## src/hdl/pcw_defines.svh

```systemverilog
// Register map, field positions and reset values of the PWM and wave unit.
// Assumes an 8-bit register port with 4-bit addresses and a 20 MHz clock.
// How it works
// - Control bit 7 runs or stops the PWM stage.
// - Control bit 5 reads back the PWM output level.
// - Control bit 4 set makes the PWM output active-low.
// - Duty high register holds duty 9..2, low register bits 7..6 hold 1..0.
// - Unused control and duty-low bits read as zero.
// - Reset clears control bits; duty registers are not reset.
// - Wave mode field picks one of six modes.
// - Half-bridge drives A true, B inverted, dead band between.
// - Half-bridge C and D follow A and B with own polarity.
// - Push-pull sends input pulses alternately to A and B.
// - Push-pull sequencer restarts on disable or shutdown.
// - First pulse after sequencer restart goes to A.
// - Push-pull C and D copy A and B with own polarity.
// - Forward bridge: A active, B and C idle, D modulated.
// - Reverse bridge: C active, A and D idle, B modulated.
// - Full-bridge dead band only on direction change.
// - Lowest mode bit flips direction while the unit runs.
// - Two independent 6-bit dead-band timers, rising and falling.
// - Shutdown forces every wave output to zero, except steered-off pins in modes 0 and 1.
// - Steering either at next rising input or at once.
// - Dead band counts clocks from zero up to its register.
// - Mode 0 steers at once, mode 1 at next rising input.
// - Disabled PWM output sits at its polarity level.
`ifndef PCW_DEFINES_SVH
`define PCW_DEFINES_SVH
`define PCW_ADDR_PWM_CTRL 4'h0
`define PCW_ADDR_DUTY_HI 4'h1
`define PCW_ADDR_DUTY_LO 4'h2
`define PCW_ADDR_WAVE_1 4'h3
`define PCW_ADDR_WAVE_2 4'h4
`define PCW_ADDR_DB_RISE 4'h5
`define PCW_ADDR_DB_FALL 4'h6
`define PCW_ADDR_STEER 4'h7
`define PCW_BYTE_ZERO 8'h00
`define PCW_PWM_EN_BIT 7
`define PCW_PWM_OUT_BIT 5
`define PCW_PWM_POL_BIT 4
`define PCW_DUTY_LO_MSB 7
`define PCW_DUTY_LO_LSB 6
`define PCW_WAVE_EN_BIT 7
`define PCW_WAVE_LD_BIT 6
`define PCW_MODE_MSB 2
`define PCW_MODE_LSB 0
`define PCW_POL_MSB 3
`define PCW_POL_LSB 0
`define PCW_INSEL_BIT 4
`define PCW_SD_STAT_BIT 6
`define PCW_SW_SD_BIT 7
`define PCW_DB_MSB 5
`define PCW_DB_LSB 0
`endif

```

## src/hdl/pcw_pkg.sv

```systemverilog
// Types shared by the PWM stage and the complementary wave unit.
// Assumes nothing beyond the register map header.
package pcw_pkg;
  // One register port request
  typedef struct packed {
    logic wr;
    logic rd;
    logic [3:0] addr;
    logic [7:0] wdata;
  } pcw_bus_type;
  // Four wave outputs, A in bit 0
  typedef struct packed {
    logic d;
    logic c;
    logic b;
    logic a;
  } pcw_wave_type;
  // Wave unit modes
  typedef enum logic [2:0] {
    PCW_STEER_ASYNC = 3'h0,
    PCW_STEER_SYNC = 3'h1,
    PCW_BRIDGE_FWD = 3'h2,
    PCW_BRIDGE_REV = 3'h3,
    PCW_HALF = 3'h4,
    PCW_PUSH_PULL = 3'h5
  } pcw_mode_type;
  // Push-pull sequencer states
  typedef enum logic [2:0] {
    PCW_PP_IDLE = 3'h1,
    PCW_PP_ON_A = 3'h2,
    PCW_PP_ON_B = 3'h4
  } pcw_pp_type;
endpackage

```

## src/hdl/pcw_deadband.sv

```systemverilog
// One dead-band timer: holds its output for a programmed number of clocks.
// Assumes start is a one-cycle pulse on the system clock.
`timescale 1ns/10ps
module pcw_deadband #(
  parameter int DB_W = 6
)(
  input wire logic clk,
  input wire logic rst,
  input wire logic start,
  input wire logic [DB_W-1:0] value,
  output logic hold
);
  logic active_reg;
  logic [DB_W-1:0] cnt_reg;
  logic [DB_W-1:0] lim_reg;

  always_ff @(posedge clk or posedge rst)
  begin
    if (rst)
    begin
      active_reg <= 1'b0;
      cnt_reg <= '0;
      lim_reg <= '0;
    end
    else if (start)
    begin
      active_reg <= (value > 1);
      cnt_reg <= {{(DB_W-1){1'b0}}, 1'b1};
      lim_reg <= value;
    end
    else if (active_reg)
    begin
      active_reg <= (cnt_reg != lim_reg - 1'b1);
      cnt_reg <= cnt_reg + 1'b1;
    end
  end

  // Start cycle counts as count zero, so the hold lasts value clocks
  assign hold = (start && (value != '0)) || active_reg;
endmodule

```

## src/hdl/pcw_pwm_core.sv

```systemverilog
// PWM stage: free-running time base, double-buffered duty, polarity.
// Assumes duty is written by software and may change at any time.
`timescale 1ns/10ps
module pcw_pwm_core #(
  parameter int DUTY_W = 10
)(
  input wire logic clk,
  input wire logic rst,
  input wire logic enable,
  input wire logic polarity,
  input wire logic [DUTY_W-1:0] dutyValue,
  output logic pwmLevel
);
  logic [DUTY_W-1:0] cnt_reg;
  logic [DUTY_W-1:0] dutyLatch_reg;

  // time base runs only while enabled
  always_ff @(posedge clk or posedge rst)
  begin
    if (rst)
      cnt_reg <= '0;
    else if (enable)
      cnt_reg <= cnt_reg + 1'b1;
    else
      cnt_reg <= '0;
  end

  // Duty latched at period end so a write never cuts a pulse short
  always_ff @(posedge clk or posedge rst)
  begin
    if (rst)
      dutyLatch_reg <= '0;
    else if (!enable || cnt_reg == '1)
      dutyLatch_reg <= dutyValue;
  end

  always_ff @(posedge clk or posedge rst)
  begin
    if (rst)
      pwmLevel <= 1'b0;
    else if (enable)
      pwmLevel <= (cnt_reg < dutyLatch_reg) ^ polarity;
    else
      pwmLevel <= polarity;
  end
endmodule

```

## src/hdl/pcw_top.sv

```systemverilog
// PWM stage feeding a complementary wave unit with dead band and steering.
// Assumes a register port with one-cycle strobes and synchronous pins.
`timescale 1ns/10ps
`include "pcw_defines.svh"
module pcw_top #(
  parameter int DUTY_W = 10,
  parameter int DB_W = 6
)(
  input wire logic clk,
  input wire logic rst,
  input wire pcw_pkg::pcw_bus_type busReq,
  output logic [7:0] rdData,
  input wire logic waveIn,
  input wire logic shutdownIn,
  output logic pwmOut,
  output pcw_pkg::pcw_wave_type waveOut
);
  // Register copies, input tracking and per-mode intermediates
  logic pwmEn_reg, pwmPol_reg, pwmLevel, waveEn_reg, loadReq_reg, inSel_reg, swShut_reg;
  logic shut_reg, sync1_reg, inLvl_reg, inPrev_reg, rise, fall, dirRev_reg, dirNext;
  logic fbMode, wantRev, dirChange, loadDone, riseStart, fallStart, riseHold, fallHold;
  logic [7:0] dutyHigh_reg, steerSet_reg, steerUse_reg, steerCur, rd_next;
  logic [1:0] dutyLow_reg;
  logic [3:0] wavePol_reg, rawNext, wave_next;
  logic [DB_W-1:0] riseBuf_reg, fallBuf_reg, riseAct_reg, fallAct_reg;
  pcw_pkg::pcw_mode_type mode_reg;
  pcw_pkg::pcw_pp_type pp_reg, pp_next;

  // ******************************************
  // Register port
  // ******************************************

  always_ff @(posedge clk or posedge rst)
  begin
    if (rst)
    begin
      pwmEn_reg <= 1'b0;
      pwmPol_reg <= 1'b0;
    end
    else if (busReq.wr && busReq.addr == `PCW_ADDR_PWM_CTRL)
    begin
      pwmEn_reg <= busReq.wdata[`PCW_PWM_EN_BIT];
      pwmPol_reg <= busReq.wdata[`PCW_PWM_POL_BIT];
    end
  end

  // duty survives reset, unknown at power-up
  always_ff @(posedge clk)
  begin
    if (busReq.wr && busReq.addr == `PCW_ADDR_DUTY_HI)
      dutyHigh_reg <= busReq.wdata;
    if (busReq.wr && busReq.addr == `PCW_ADDR_DUTY_LO)
      dutyLow_reg <= busReq.wdata[`PCW_DUTY_LO_MSB:`PCW_DUTY_LO_LSB];
  end

  // mode field and unit enable
  // Load request is set by software and cleared by hardware; the set wins
  always_ff @(posedge clk or posedge rst)
  begin
    if (rst)
    begin
      waveEn_reg <= 1'b0;
      mode_reg <= pcw_pkg::PCW_STEER_ASYNC;
      loadReq_reg <= 1'b0;
    end
    else
    begin
      if (busReq.wr && busReq.addr == `PCW_ADDR_WAVE_1)
      begin
        waveEn_reg <= busReq.wdata[`PCW_WAVE_EN_BIT];
        mode_reg <= pcw_pkg::pcw_mode_type'(busReq.wdata[`PCW_MODE_MSB:`PCW_MODE_LSB]);
      end
      if (busReq.wr && busReq.addr == `PCW_ADDR_WAVE_1 && busReq.wdata[`PCW_WAVE_LD_BIT])
        loadReq_reg <= 1'b1;
      else if (loadDone)
        loadReq_reg <= 1'b0;
    end
  end

  // per-output polarity, input select, software shutdown
  always_ff @(posedge clk or posedge rst)
  begin
    if (rst)
    begin
      wavePol_reg <= '0;
      inSel_reg <= 1'b0;
      swShut_reg <= 1'b0;
    end
    else if (busReq.wr && busReq.addr == `PCW_ADDR_WAVE_2)
    begin
      wavePol_reg <= busReq.wdata[`PCW_POL_MSB:`PCW_POL_LSB];
      inSel_reg <= busReq.wdata[`PCW_INSEL_BIT];
      swShut_reg <= busReq.wdata[`PCW_SW_SD_BIT];
    end
  end

  // Dead-band and steering write buffers
  always_ff @(posedge clk or posedge rst)
  begin
    if (rst)
    begin
      riseBuf_reg <= '0;
      fallBuf_reg <= '0;
      steerSet_reg <= `PCW_BYTE_ZERO;
    end
    else if (busReq.wr)
    begin
      if (busReq.addr == `PCW_ADDR_DB_RISE)
        riseBuf_reg <= busReq.wdata[`PCW_DB_MSB:`PCW_DB_LSB];
      if (busReq.addr == `PCW_ADDR_DB_FALL)
        fallBuf_reg <= busReq.wdata[`PCW_DB_MSB:`PCW_DB_LSB];
      if (busReq.addr == `PCW_ADDR_STEER)
        steerSet_reg <= busReq.wdata;
    end
  end

  always_comb
  begin
    rd_next = `PCW_BYTE_ZERO;
    case (busReq.addr)
      `PCW_ADDR_PWM_CTRL:
      begin
        rd_next[`PCW_PWM_EN_BIT] = pwmEn_reg;
        rd_next[`PCW_PWM_OUT_BIT] = pwmLevel;
        rd_next[`PCW_PWM_POL_BIT] = pwmPol_reg;
      end
      `PCW_ADDR_DUTY_HI: rd_next = dutyHigh_reg;
      `PCW_ADDR_DUTY_LO: rd_next[`PCW_DUTY_LO_MSB:`PCW_DUTY_LO_LSB] = dutyLow_reg;
      `PCW_ADDR_WAVE_1:
      begin
        rd_next[`PCW_WAVE_EN_BIT] = waveEn_reg;
        rd_next[`PCW_WAVE_LD_BIT] = loadReq_reg;
        rd_next[`PCW_MODE_MSB:`PCW_MODE_LSB] = mode_reg;
      end
      `PCW_ADDR_WAVE_2:
      begin
        rd_next[`PCW_POL_MSB:`PCW_POL_LSB] = wavePol_reg;
        rd_next[`PCW_INSEL_BIT] = inSel_reg;
        rd_next[`PCW_SD_STAT_BIT] = shut_reg;
        rd_next[`PCW_SW_SD_BIT] = swShut_reg;
      end
      `PCW_ADDR_DB_RISE: rd_next[`PCW_DB_MSB:`PCW_DB_LSB] = riseBuf_reg;
      `PCW_ADDR_DB_FALL: rd_next[`PCW_DB_MSB:`PCW_DB_LSB] = fallBuf_reg;
      `PCW_ADDR_STEER: rd_next = steerSet_reg;
      default: rd_next = `PCW_BYTE_ZERO;
    endcase
  end

  // Read data stands one cycle only; zero otherwise
  always_ff @(posedge clk or posedge rst)
  begin
    if (rst)
      rdData <= `PCW_BYTE_ZERO;
    else
      rdData <= busReq.rd ? rd_next : `PCW_BYTE_ZERO;
  end

  // ******************************************
  // PWM stage
  // ******************************************

  pcw_pwm_core #(.DUTY_W(DUTY_W)) uPwm (
    .clk(clk),
    .rst(rst),
    .enable(pwmEn_reg),
    .polarity(pwmPol_reg),
    .dutyValue({dutyHigh_reg, dutyLow_reg}),
    .pwmLevel(pwmLevel)
  );
  assign pwmOut = pwmLevel;

  // ******************************************
  // Wave unit input and timing
  // ******************************************

  // two-stage synchroniser, edge taken after the second
  always_ff @(posedge clk or posedge rst)
  begin
    if (rst)
    begin
      sync1_reg <= 1'b0;
      inLvl_reg <= 1'b0;
      inPrev_reg <= 1'b0;
    end
    else
    begin
      sync1_reg <= inSel_reg ? waveIn : pwmLevel;
      inLvl_reg <= sync1_reg;
      inPrev_reg <= inLvl_reg;
    end
  end
  assign rise = inLvl_reg && !inPrev_reg;
  assign fall = !inLvl_reg && inPrev_reg;

  always_ff @(posedge clk or posedge rst)
  begin
    if (rst)
      shut_reg <= 1'b0;
    else
      shut_reg <= swShut_reg || shutdownIn;
  end

  // Active dead-band values: direct while off, on falling input after a load request
  assign loadDone = waveEn_reg && loadReq_reg && fall;
  always_ff @(posedge clk or posedge rst)
  begin
    if (rst)
    begin
      riseAct_reg <= '0;
      fallAct_reg <= '0;
    end
    else if (!waveEn_reg || loadDone)
    begin
      riseAct_reg <= riseBuf_reg;
      fallAct_reg <= fallBuf_reg;
    end
  end

  // direction follows the low mode bit at the next rising input
  assign fbMode = mode_reg == pcw_pkg::PCW_BRIDGE_FWD || mode_reg == pcw_pkg::PCW_BRIDGE_REV;
  assign wantRev = mode_reg == pcw_pkg::PCW_BRIDGE_REV;
  assign dirChange = waveEn_reg && fbMode && rise && (wantRev != dirRev_reg);
  assign dirNext = (fbMode && rise) ? wantRev : dirRev_reg;
  always_ff @(posedge clk or posedge rst)
  begin
    if (rst)
      dirRev_reg <= 1'b0;
    else
      dirRev_reg <= dirNext;
  end

  // bridge dead band only on direction change
  // Reverse change uses the rising timer, forward change the falling one
  assign riseStart = waveEn_reg
    && ((mode_reg == pcw_pkg::PCW_HALF && rise) || (dirChange && wantRev));
  assign fallStart = waveEn_reg
    && ((mode_reg == pcw_pkg::PCW_HALF && fall) || (dirChange && !wantRev));

  pcw_deadband #(.DB_W(DB_W)) uRiseDb (
    .clk(clk),
    .rst(rst),
    .start(riseStart),
    .value(riseAct_reg),
    .hold(riseHold)
  );
  pcw_deadband #(.DB_W(DB_W)) uFallDb (
    .clk(clk),
    .rst(rst),
    .start(fallStart),
    .value(fallAct_reg),
    .hold(fallHold)
  );

  // ******************************************
  // Push-pull sequencer
  // ******************************************

  always_ff @(posedge clk or posedge rst)
  begin
    if (rst)
      pp_reg <= pcw_pkg::PCW_PP_IDLE;
    else
      pp_reg <= pp_next;
  end

  always_comb
  begin
    pp_next = pp_reg;
    if (!waveEn_reg || shut_reg)
      pp_next = pcw_pkg::PCW_PP_IDLE;
    else if (mode_reg == pcw_pkg::PCW_PUSH_PULL && rise)
      case (pp_reg)
        pcw_pkg::PCW_PP_IDLE: pp_next = pcw_pkg::PCW_PP_ON_A;
        pcw_pkg::PCW_PP_ON_A: pp_next = pcw_pkg::PCW_PP_ON_B;
        pcw_pkg::PCW_PP_ON_B: pp_next = pcw_pkg::PCW_PP_ON_A;
        default: pp_next = pcw_pkg::PCW_PP_IDLE;
      endcase
  end

  // ******************************************
  // Output forming
  // ******************************************

  // synchronous steering takes the new set on a rising input
  // mode 0 applies it at once
  assign steerCur = (mode_reg == pcw_pkg::PCW_STEER_ASYNC || rise) ? steerSet_reg : steerUse_reg;
  always_ff @(posedge clk or posedge rst)
  begin
    if (rst)
      steerUse_reg <= `PCW_BYTE_ZERO;
    else
      steerUse_reg <= steerCur;
  end

  // Raw active levels per mode, A in bit 0
  always_comb
  begin
    rawNext = 4'h0;
    case (mode_reg)
      // true and inverted copies with dead band
      // C and D follow A and B
      pcw_pkg::PCW_HALF:
      begin
        rawNext[0] = inLvl_reg && !riseHold;
        rawNext[1] = !inLvl_reg && !fallHold;
        rawNext[2] = rawNext[0];
        rawNext[3] = rawNext[1];
      end
      // C and D copy A and B
      pcw_pkg::PCW_PUSH_PULL:
      begin
        rawNext[0] = inLvl_reg && pp_next == pcw_pkg::PCW_PP_ON_A;
        rawNext[1] = inLvl_reg && pp_next == pcw_pkg::PCW_PP_ON_B;
        rawNext[2] = rawNext[0];
        rawNext[3] = rawNext[1];
      end
      pcw_pkg::PCW_BRIDGE_FWD, pcw_pkg::PCW_BRIDGE_REV:
      begin
        rawNext[0] = !dirNext;
        rawNext[3] = !dirNext && inLvl_reg && !fallHold;
        rawNext[2] = dirNext;
        rawNext[1] = dirNext && inLvl_reg && !riseHold;
      end
      pcw_pkg::PCW_STEER_ASYNC, pcw_pkg::PCW_STEER_SYNC:
        rawNext = {4{inLvl_reg}};
      default: rawNext = 4'h0;
    endcase
  end

  // shutdown forces zero, polarity not applied to the override
  // Steered-off pins show their fixed level and ignore shutdown
  always_comb
  begin
    wave_next = 4'h0;
    for (int i = 0; i < 4; i++)
    begin
      if (!waveEn_reg)
        wave_next[i] = 1'b0;
      else if (!mode_reg[`PCW_MODE_MSB] && !mode_reg[1] && !steerCur[i])
        wave_next[i] = steerCur[i+4];
      else if (shut_reg)
        wave_next[i] = 1'b0;
      else
        wave_next[i] = rawNext[i] ^ wavePol_reg[i];
    end
  end

  always_ff @(posedge clk or posedge rst)
  begin
    if (rst)
      waveOut <= '0;
    else
      waveOut <= pcw_pkg::pcw_wave_type'(wave_next);
  end
endmodule

```

## config.mk

```make
export PLATFORM = sky130hd
export DESIGN_NAME = pcw_top
export DESIGN_NICKNAME = d
export VERILOG_FILES = /design/src/hdl/pcw_pkg.sv /design/src/hdl/pcw_deadband.sv /design/src/hdl/pcw_pwm_core.sv /design/src/hdl/pcw_top.sv
export VERILOG_INCLUDE_DIRS = /design/src /design/src/hdl
export SDC_FILE = /design/constraint.sdc
export NUM_CORES = 1
export LEC_CHECK = 0
export BUFFER_PORTS_ARGS = -buffer_cell sky130_fd_sc_hd__buf_2
export CAP_MARGIN = 20
export CORE_ASPECT_RATIO = 0.7
export CORE_MARGIN = 1
export CORE_UTILIZATION = 58
export CTS_BUF_LIST = sky130_fd_sc_hd__clkbuf_4
export DETAILED_ROUTE_END_ITERATION = 10
export PLACE_DENSITY = 0.79
export SYNTH_ARGS = -nofsm -noshare
export SYNTH_HDL_FRONTEND = slang
export SYNTH_SLANG_ARGS = --single-unit
```

## constraint.sdc

```tcl
create_clock -name clk -period 3.3 [get_ports clk]
set_clock_uncertainty 0.15 [all_clocks]
set_input_delay 0 -clock clk [delete_from_list [all_inputs] [get_ports clk]]
set_output_delay 0 -clock clk [all_outputs]
set_load 0.01 [all_outputs]
```

**Yosys cells after proc, flatten, opt, wreduce, memory -nomap -nowiden**

Cells that the tools add are included.

- Add/sub/neg operators: 5
- $lt $le $gt $ge: 3
- Equality and inequality tests: 21
- Multiplexer cells: 38
- Bitwise operators: 5
- Reduce and logical (&&, ||, !) cells: 73

Operators by type and width:

| kind | count |
|---|---|
| $logic_and A1 B1 Y1 | 36 |
| $mux W6 | 4 |
| $mux W1 | 21 |
| $pmux W3 S6 | 1 |
| $eq A4 B3 Y1 const B | 4 |
| $mux W8 | 2 |
| $pmux W4 S4 | 1 |
| $pmux W1 S5 | 3 |
| $logic_not A1 Y1 | 14 |
| $add A6 B1 Y6 const B | 2 |
| $eq A3 B2 Y1 const B | 4 |
| $eq A3 B3 Y1 const B | 4 |
| $gt A6 B1 Y1 const B | 2 |
| $ne A6 B6 Y1 | 2 |
| $pmux W1 S6 | 2 |
| $reduce_bool A6 Y1 | 2 |
| $sub A6 B1 Y6 const B | 2 |
| $add A10 B1 Y10 const B | 1 |
| $eq A10 B10 Y1 const B | 1 |
| $logic_or A1 B1 Y1 | 10 |
| $lt A10 B10 Y1 | 1 |
| $mux W10 | 1 |
| $eq A4 B2 Y1 const B | 2 |
| $eq A3 B1 Y1 const B | 2 |
| 10 further kinds | 21 |

- Register bits after elaboration: 130
- Input bits: 18
- Output and inout bits: 13
- Logic and storage cells: 181

**Longest topological paths before layout**

- Depth after elaboration: 17
- Depth in mapped cells: 7
- Mapped depth without buffers: 7

**Modules after synthesis**

A second synthesis with hierarchy kept.

- Cell total of the unflattened synthesis: 573
- Area, all modules: 6,477.5 um^2

Modules (own cells, without submodules):

| module | instances | cells an instance | area each (um^2) | seq. area each (um^2) |
|---|---|---|---|---|
| pcw_top | 1 | 320 | 3,848.7 | 2,128.3 |
| pcw_deadband | 2 | 70 | 738.2 | 325.3 |
| pcw_pwm_core | 1 | 113 | 1,152.4 | 525.5 |

**Worst setup path before layout**

Ideal clock, no wire load.

- Path kind: register to register
- Start point: register fallAct_reg[5]
- End point: register waveOut[1] (netlist name)
- Setup time: 120 ps
- Arrival: 1,984 ps
- Required time: 3,030 ps
- Path slack: 1,046 ps
- Cell stages (with the launch flop): 6
- Buffers on the path: 0
- Period minus slack after synthesis: 2,254 ps
- Cells stage by stage: dfrtp_1 -> or4_4 -> or3_1 -> a2111oi_0 -> o31ai_1 -> a41o_1

- Word-level cells in the longest chain between the ends: 10

Ends and longest elaborated chain:

| item | line | RTL |
|---|---|---|
| from (decl) | pcw_top.sv:25 | `logic [DB_W-1:0] riseBuf_reg, fallBuf_reg, riseAct_reg, fallAct_reg;` |
| from (signal assigned) | pcw_top.sv:215 | `fallAct_reg <= fallBuf_reg;` |
| $reduce_bool A6 Y1 | pcw_deadband.sv:39 | `assign hold = (start && (value != '0)) \|\| active_reg;` |
| $logic_and A1 B1 Y1 | pcw_deadband.sv:39 |  |
| $logic_or A1 B1 Y1 | pcw_deadband.sv:39 |  |
| $logic_not A1 Y1 | pcw_top.sv:305 | `rawNext[1] = !inLvl_reg && !fallHold;` |
| $logic_and A1 B1 Y1 | pcw_top.sv:305 |  |
| $pmux W4 S4 | pcw_top.sv:299 | `case (mode_reg)` |
| $xor A1 B1 Y1 | pcw_top.sv:344 | `wave_next[i] = rawNext[i] ^ wavePol_reg[i];` |
| $mux W1 | pcw_top.sv:341 | `else if (shut_reg)` |
| $mux W1 | pcw_top.sv:339 | `` else if (!mode_reg[`PCW_MODE_MSB] && !mode_reg[1] && !steerCur[i]) `` |
| $mux W1 | pcw_top.sv:337 | `if (!waveEn_reg)` |
| via wave_next[1] | pcw_top.sv:24 | `logic [3:0] wavePol_reg, rawNext, wave_next;` |
| to (signal assigned) | pcw_top.sv:353 | `waveOut <= pcw_pkg::pcw_wave_type'(wave_next);` |
| to (decl) | pcw_top.sv:16 | `output pcw_pkg::pcw_wave_type waveOut` |

The timed path passes the listed nets, and every way through them passes these cells.
A chain may end at the register's enable or synchronous reset.

**Worst setup path after layout**

- Start point: register inLvl_reg
- End point: register waveOut[1] (netlist name)

- Elaborated cells on any way between the ends: 38
- Those cells by class: eq/ne (1); mux (8); bitwise (1); reduce/logical (28)

RTL lines:

| item | line | RTL |
|---|---|---|
| from (decl) | pcw_top.sv:20 | `logic shut_reg, sync1_reg, inLvl_reg, inPrev_reg, rise, fall, dirRev_reg, dirNext;` |
| from (signal assigned) | pcw_top.sv:188 | `inLvl_reg <= sync1_reg;` |
| $logic_and A1 B1 Y1 | pcw_top.sv:192 | `assign rise = inLvl_reg && !inPrev_reg;` |
| $logic_or A1 B1 Y1 | pcw_top.sv:286 | `assign steerCur = (mode_reg == pcw_pkg::PCW_STEER_ASYNC \|\| rise) ? steerSet_reg : steerUse_reg;` |
| $mux W8 | pcw_top.sv:286 |  |
| via steerCur[1] | pcw_top.sv:22 | `logic [7:0] dutyHigh_reg, steerSet_reg, steerUse_reg, steerCur, rd_next;` |
| $logic_not A1 Y1 | pcw_top.sv:339 |  |
| $logic_and A1 B1 Y1 | pcw_top.sv:339 |  |
| $mux W1 | pcw_top.sv:339 |  |
| $mux W1 | pcw_top.sv:337 |  |
| via wave_next[1] | pcw_top.sv:24 |  |

The timed path passes the listed nets, and every way through them passes these cells.

==> Flow_metrics.wiki <==
{| class="wikitable"
! Metric !! Value
|-
| Outcome || finished clean
|-
| Die ar. || 0.0116 mm2
|-
| Ratio of final minimum period to clock period || 79.7%
|-
| WL per Instance || 19.2 um
|-
| Library cell contributing the largest single delay on the critical path || o31a_1
|-
| Achievable frequency || 380 MHz
|-
| Dominant synthesized flop cell || dfrtp_1
|-
| Share of synthesized flip-flops with an asynchronous set or reset || 92.3%
|-
| H-tree level count || 4
|-
| Internal Pwr Total || 3.32 mW
|-
| Number of clock sinks seen by CTS || 130
|-
| Slowest stage delay, CP || 630 ps
|-
| Shortest period the worst path allows || 2630 ps
|-
| Register area share after synthesis || slightly above 50%
|-
| Sum of net half-perimeters after detailed placement || 10800 um
|-
| Number of global-route vias before repair || 4865
|-
| Post-Synthesis Net Count || 620
|-
| DRC viols || 0
|-
| Overall die height || 90.3 um
|-
| TritonCTS buffer count || 17
|-
| Rel. slew slack || approximately two fifths
|-
| Static leakage power || 3.21 nW
|-
| Wire length reported by the detailed router || 15400 um
|-
| Initial detailed-routing violation count || 562
|-
| Maximum Capacitance Violations || 0
|-
| Sw Ratio || 35.3%
|-
| Power after layout || 5.13 mW
|-
| Root Buffer Master || clkbuf_4
|-
| First-pass GRT wire length || around 25000 um
|-
| GR Overflow Total || 0
|-
| Startpoint type of the worst setup path || flop
|-
| Worst min path class || in2async
|-
| Clock latency of the later-clocked register in the worst-skew pair || ~540 ps
|-
| Count of warnings emitted by yosys || 0
|-
| Critical Setup Path Class || reg2reg
|-
| Placed cells || ~750
|-
| Unrepaired setup endpoints after global routing || false
|-
| Final GP Congestion || roughly 0.88
|-
| Setup violators final || 0
|-
| Number of I/O port buffers || 30
|-
| Least-Margin Pin Slew || 909 ps
|-
| Die Width || 128 um
|-
| Number of standard cells after synthesis || 588
|-
| Final Max Tran Viols || 0
|-
| Power share of the sequential group || 48.3%
|-
| Maximum vdd drop || 0.309 mV
|-
| Post-synth EDFFs || 10
|-
| Worst path arrival time || 2900 ps
|-
| Core footprint || 0.0106 mm2
|-
| Synthesis-to-finish area growth || 12.2%
|-
| Cell Chain, Critical Path || nand2b_1, o31a_1, mux2_2, or3_1, a41o_1
|-
| Net load switching power || 1.81 mW
|-
| Average vias per placed instance || 6.03
|-
| Post-route insts no fill || 798
|-
| Syn avg cell area || 11.0 um2
|-
| Clock network fraction of design power || a little under a quarter
|-
| Total number of vias || 4815
|-
| Remaining antenna violation count after routing || 0
|-
| Antenna cell count || 0
|-
| Number of I/O pins || 31
|-
| Final hold vios || 0
|-
| Post-layout net count || 669
|-
| Pin count of the biggest net entering global routing || 71
|-
| Share of post-route cells with drive strength above 1 || 22.0%
|-
| Number of different library cells in the post-synthesis netlist || 65
|-
| Cell area after layout || a little over 0.007 mm2
|-
| Cell row count || 31
|-
| Combinational Power Share || roughly 29%
|-
| Maximum fanout along the worst path || 16
|-
| First-pass DRT Iterations || 5
|-
| Antenna violations before repair || 0
|-
| Register bit count reported by yosys || 130
|-
| Reg clk slew, reported paths || between 100 and 150 ps
|-
| Effective utilization at floorplan || 61.0%
|-
| Total negative setup slack || 0 ps
|-
| Capturing element type of the critical path || flop
|-
| Cell Area, Synth || roughly 0.0065 mm2
|-
| Max Buffers Root-to-Sink || 2
|-
| Post-Place Cell Area || 0.00676 mm2
|-
| Total global-route track usage || between 20 and 30%
|-
| Data required time at the worst endpoint || 3580 ps
|-
| Final core utilization || 68.5%
|-
| TritonCTS clock tree || yes
|-
| Power density cells || 708 mW/mm2
|}
## kinds of logic after synthesis
| kind of cell | share of synthesized area (%) |
|---|---|
| and+or+nand+nor | 15.4 |
| DFF | 51.1 |
| AOI/OAI and AO/OA | 10.9 |
| muxes | 12.5 |
| buffers and inverters | 2.59 |
| xor gates and xnor gates | 4.74 |
| adders and majority gates | 2.71 |
## layout make-up
cell class              count  area [um2]
clock buffers              20         150
clock inverters            12         158
fillers                   780        3340
inverters                  20        78.8
multi-input cells         414        3000
flip-flops and latches    130        3300
well taps                 148         185
repair buffers             54         378
## metal layers
metal	GRT usage, %	vias up	routed length (um)
met2	42.1	169	6920
met5	0	-	0
met3	6.46	25	1070
met4	9.12	0	271
li1	-	2220	-
met1	43.1	2401	7090
## power by group through the flow
stage | Combinational, mW | Clock, mW | Sequential (mW)
after floorplan | 1.25 | 0 | 2.27
after global placement | 1.38 | 0 | 2.46
after detailed placement | 1.45 | 0 | 2.49
after CTS | 1.48 | 1.19 | 2.46
after global routing | 1.65 | 1.26 | 2.54
final | 1.48 | 1.17 | 2.48
## layout by cell type (no fill, tap or decap), types with 4 or more instances in the layout
cell type,netlist,final
a22o_1,5,5
mux2_2,62,62
and3_1,4,4
nand2b_1,16,16
clkinvlp_4,0,4
a31oi_1,6,6
nand3b_1,8,8
buf_4,0,5
dlygate4sd3_1,0,19
inv_1,20,19
clkbuf_4,0,20
dfrtp_1,119,119
a211oi_1,5,5
o21ai_0,27,27
or3_1,11,11
ha_1,14,14
xnor2_1,23,23
buf_2,2,30
nand4_1,6,6
nand3_1,13,13
nor3_1,7,7
a21oi_1,17,17
mux2i_1,11,11
nor2_1,34,34
o31ai_1,5,5
nand2_1,52,52
a21o_1,4,4
edfxtp_1,10,10
and2_1,7,7
nor2b_1,7,7
xor2_1,12,12
## metrics by stage
stage	setup slack, ps	hold WS, ps
after floorplan	1050	-51.1
after global placement	825	45.9
after detailed placement	704	60.6
after CTS	712	8.12
after global routing	470	47.8
final	671	27.3
## Yosys cell counts (6+ instances only)
cell type / instances / area [um2]
xor2_1: 12 / 105
o21ai_0: 27 / 135
nor3_1: 7 / 35.0
nor2b_1: 7 / 43.8
mux2i_1: 11 / 110
edfxtp_1: 10 / 300
nand2b_1: 16 / 100
ha_1: 14 / 175
nand3_1: 13 / 65.1
xnor2_1: 23 / 201
clkbuf_1: 21 / 78.8
nand4_1: 6 / 37.5
inv_1: 20 / 75.1
and2_1: 7 / 43.8
dfrtp_1: 119 / 2980
nand3b_1: 8 / 60.1
or3_1: 11 / 68.8
a31oi_1: 6 / 37.5
nand2_1: 52 / 195
a21oi_1: 17 / 85.1
mux2_2: 62 / 698
nor2_1: 34 / 128
## critical path, delay by kind of cell, from the launching register on
kind	cells	cell delay (ps)
muxes	1	420
AOI/OAI and AO/OA	2	870
DFF	1	530
and+or+nand+nor	2	540
## timing repair
action / 4_1_cts / 5_1_grt
resized for setup: 0 / 0
hold buffers: 19 / 0
setup buffers: 0 / 0
hold endpoints to repair: 182 / 0
## path summary, 6_finish.rpt
path,slack (ps),end,startpoint,depth (start not counted)
worst max-delay path,670,waveOut[1]$_DFF_PP0_,inLvl_reg$_DFF_PP0_,5
worst min-delay path,30,steerSet_reg[0]$_DFFE_PP0P_,rst,4
worst max register to register,670,waveOut[1]$_DFF_PP0_,inLvl_reg$_DFF_PP0_,5
worst min register to register,220,inLvl_reg$_DFF_PP0_,sync1_reg$_DFF_PP0_,0
max in group asynchronous,2250,uRiseDb.lim_reg[3]$_DFFE_PP0N_,rst,4
min in group clk,80,shut_reg$_DFF_PP0_,shutdownIn,3
No activity file was read; power rests on OpenSTA's default activity.
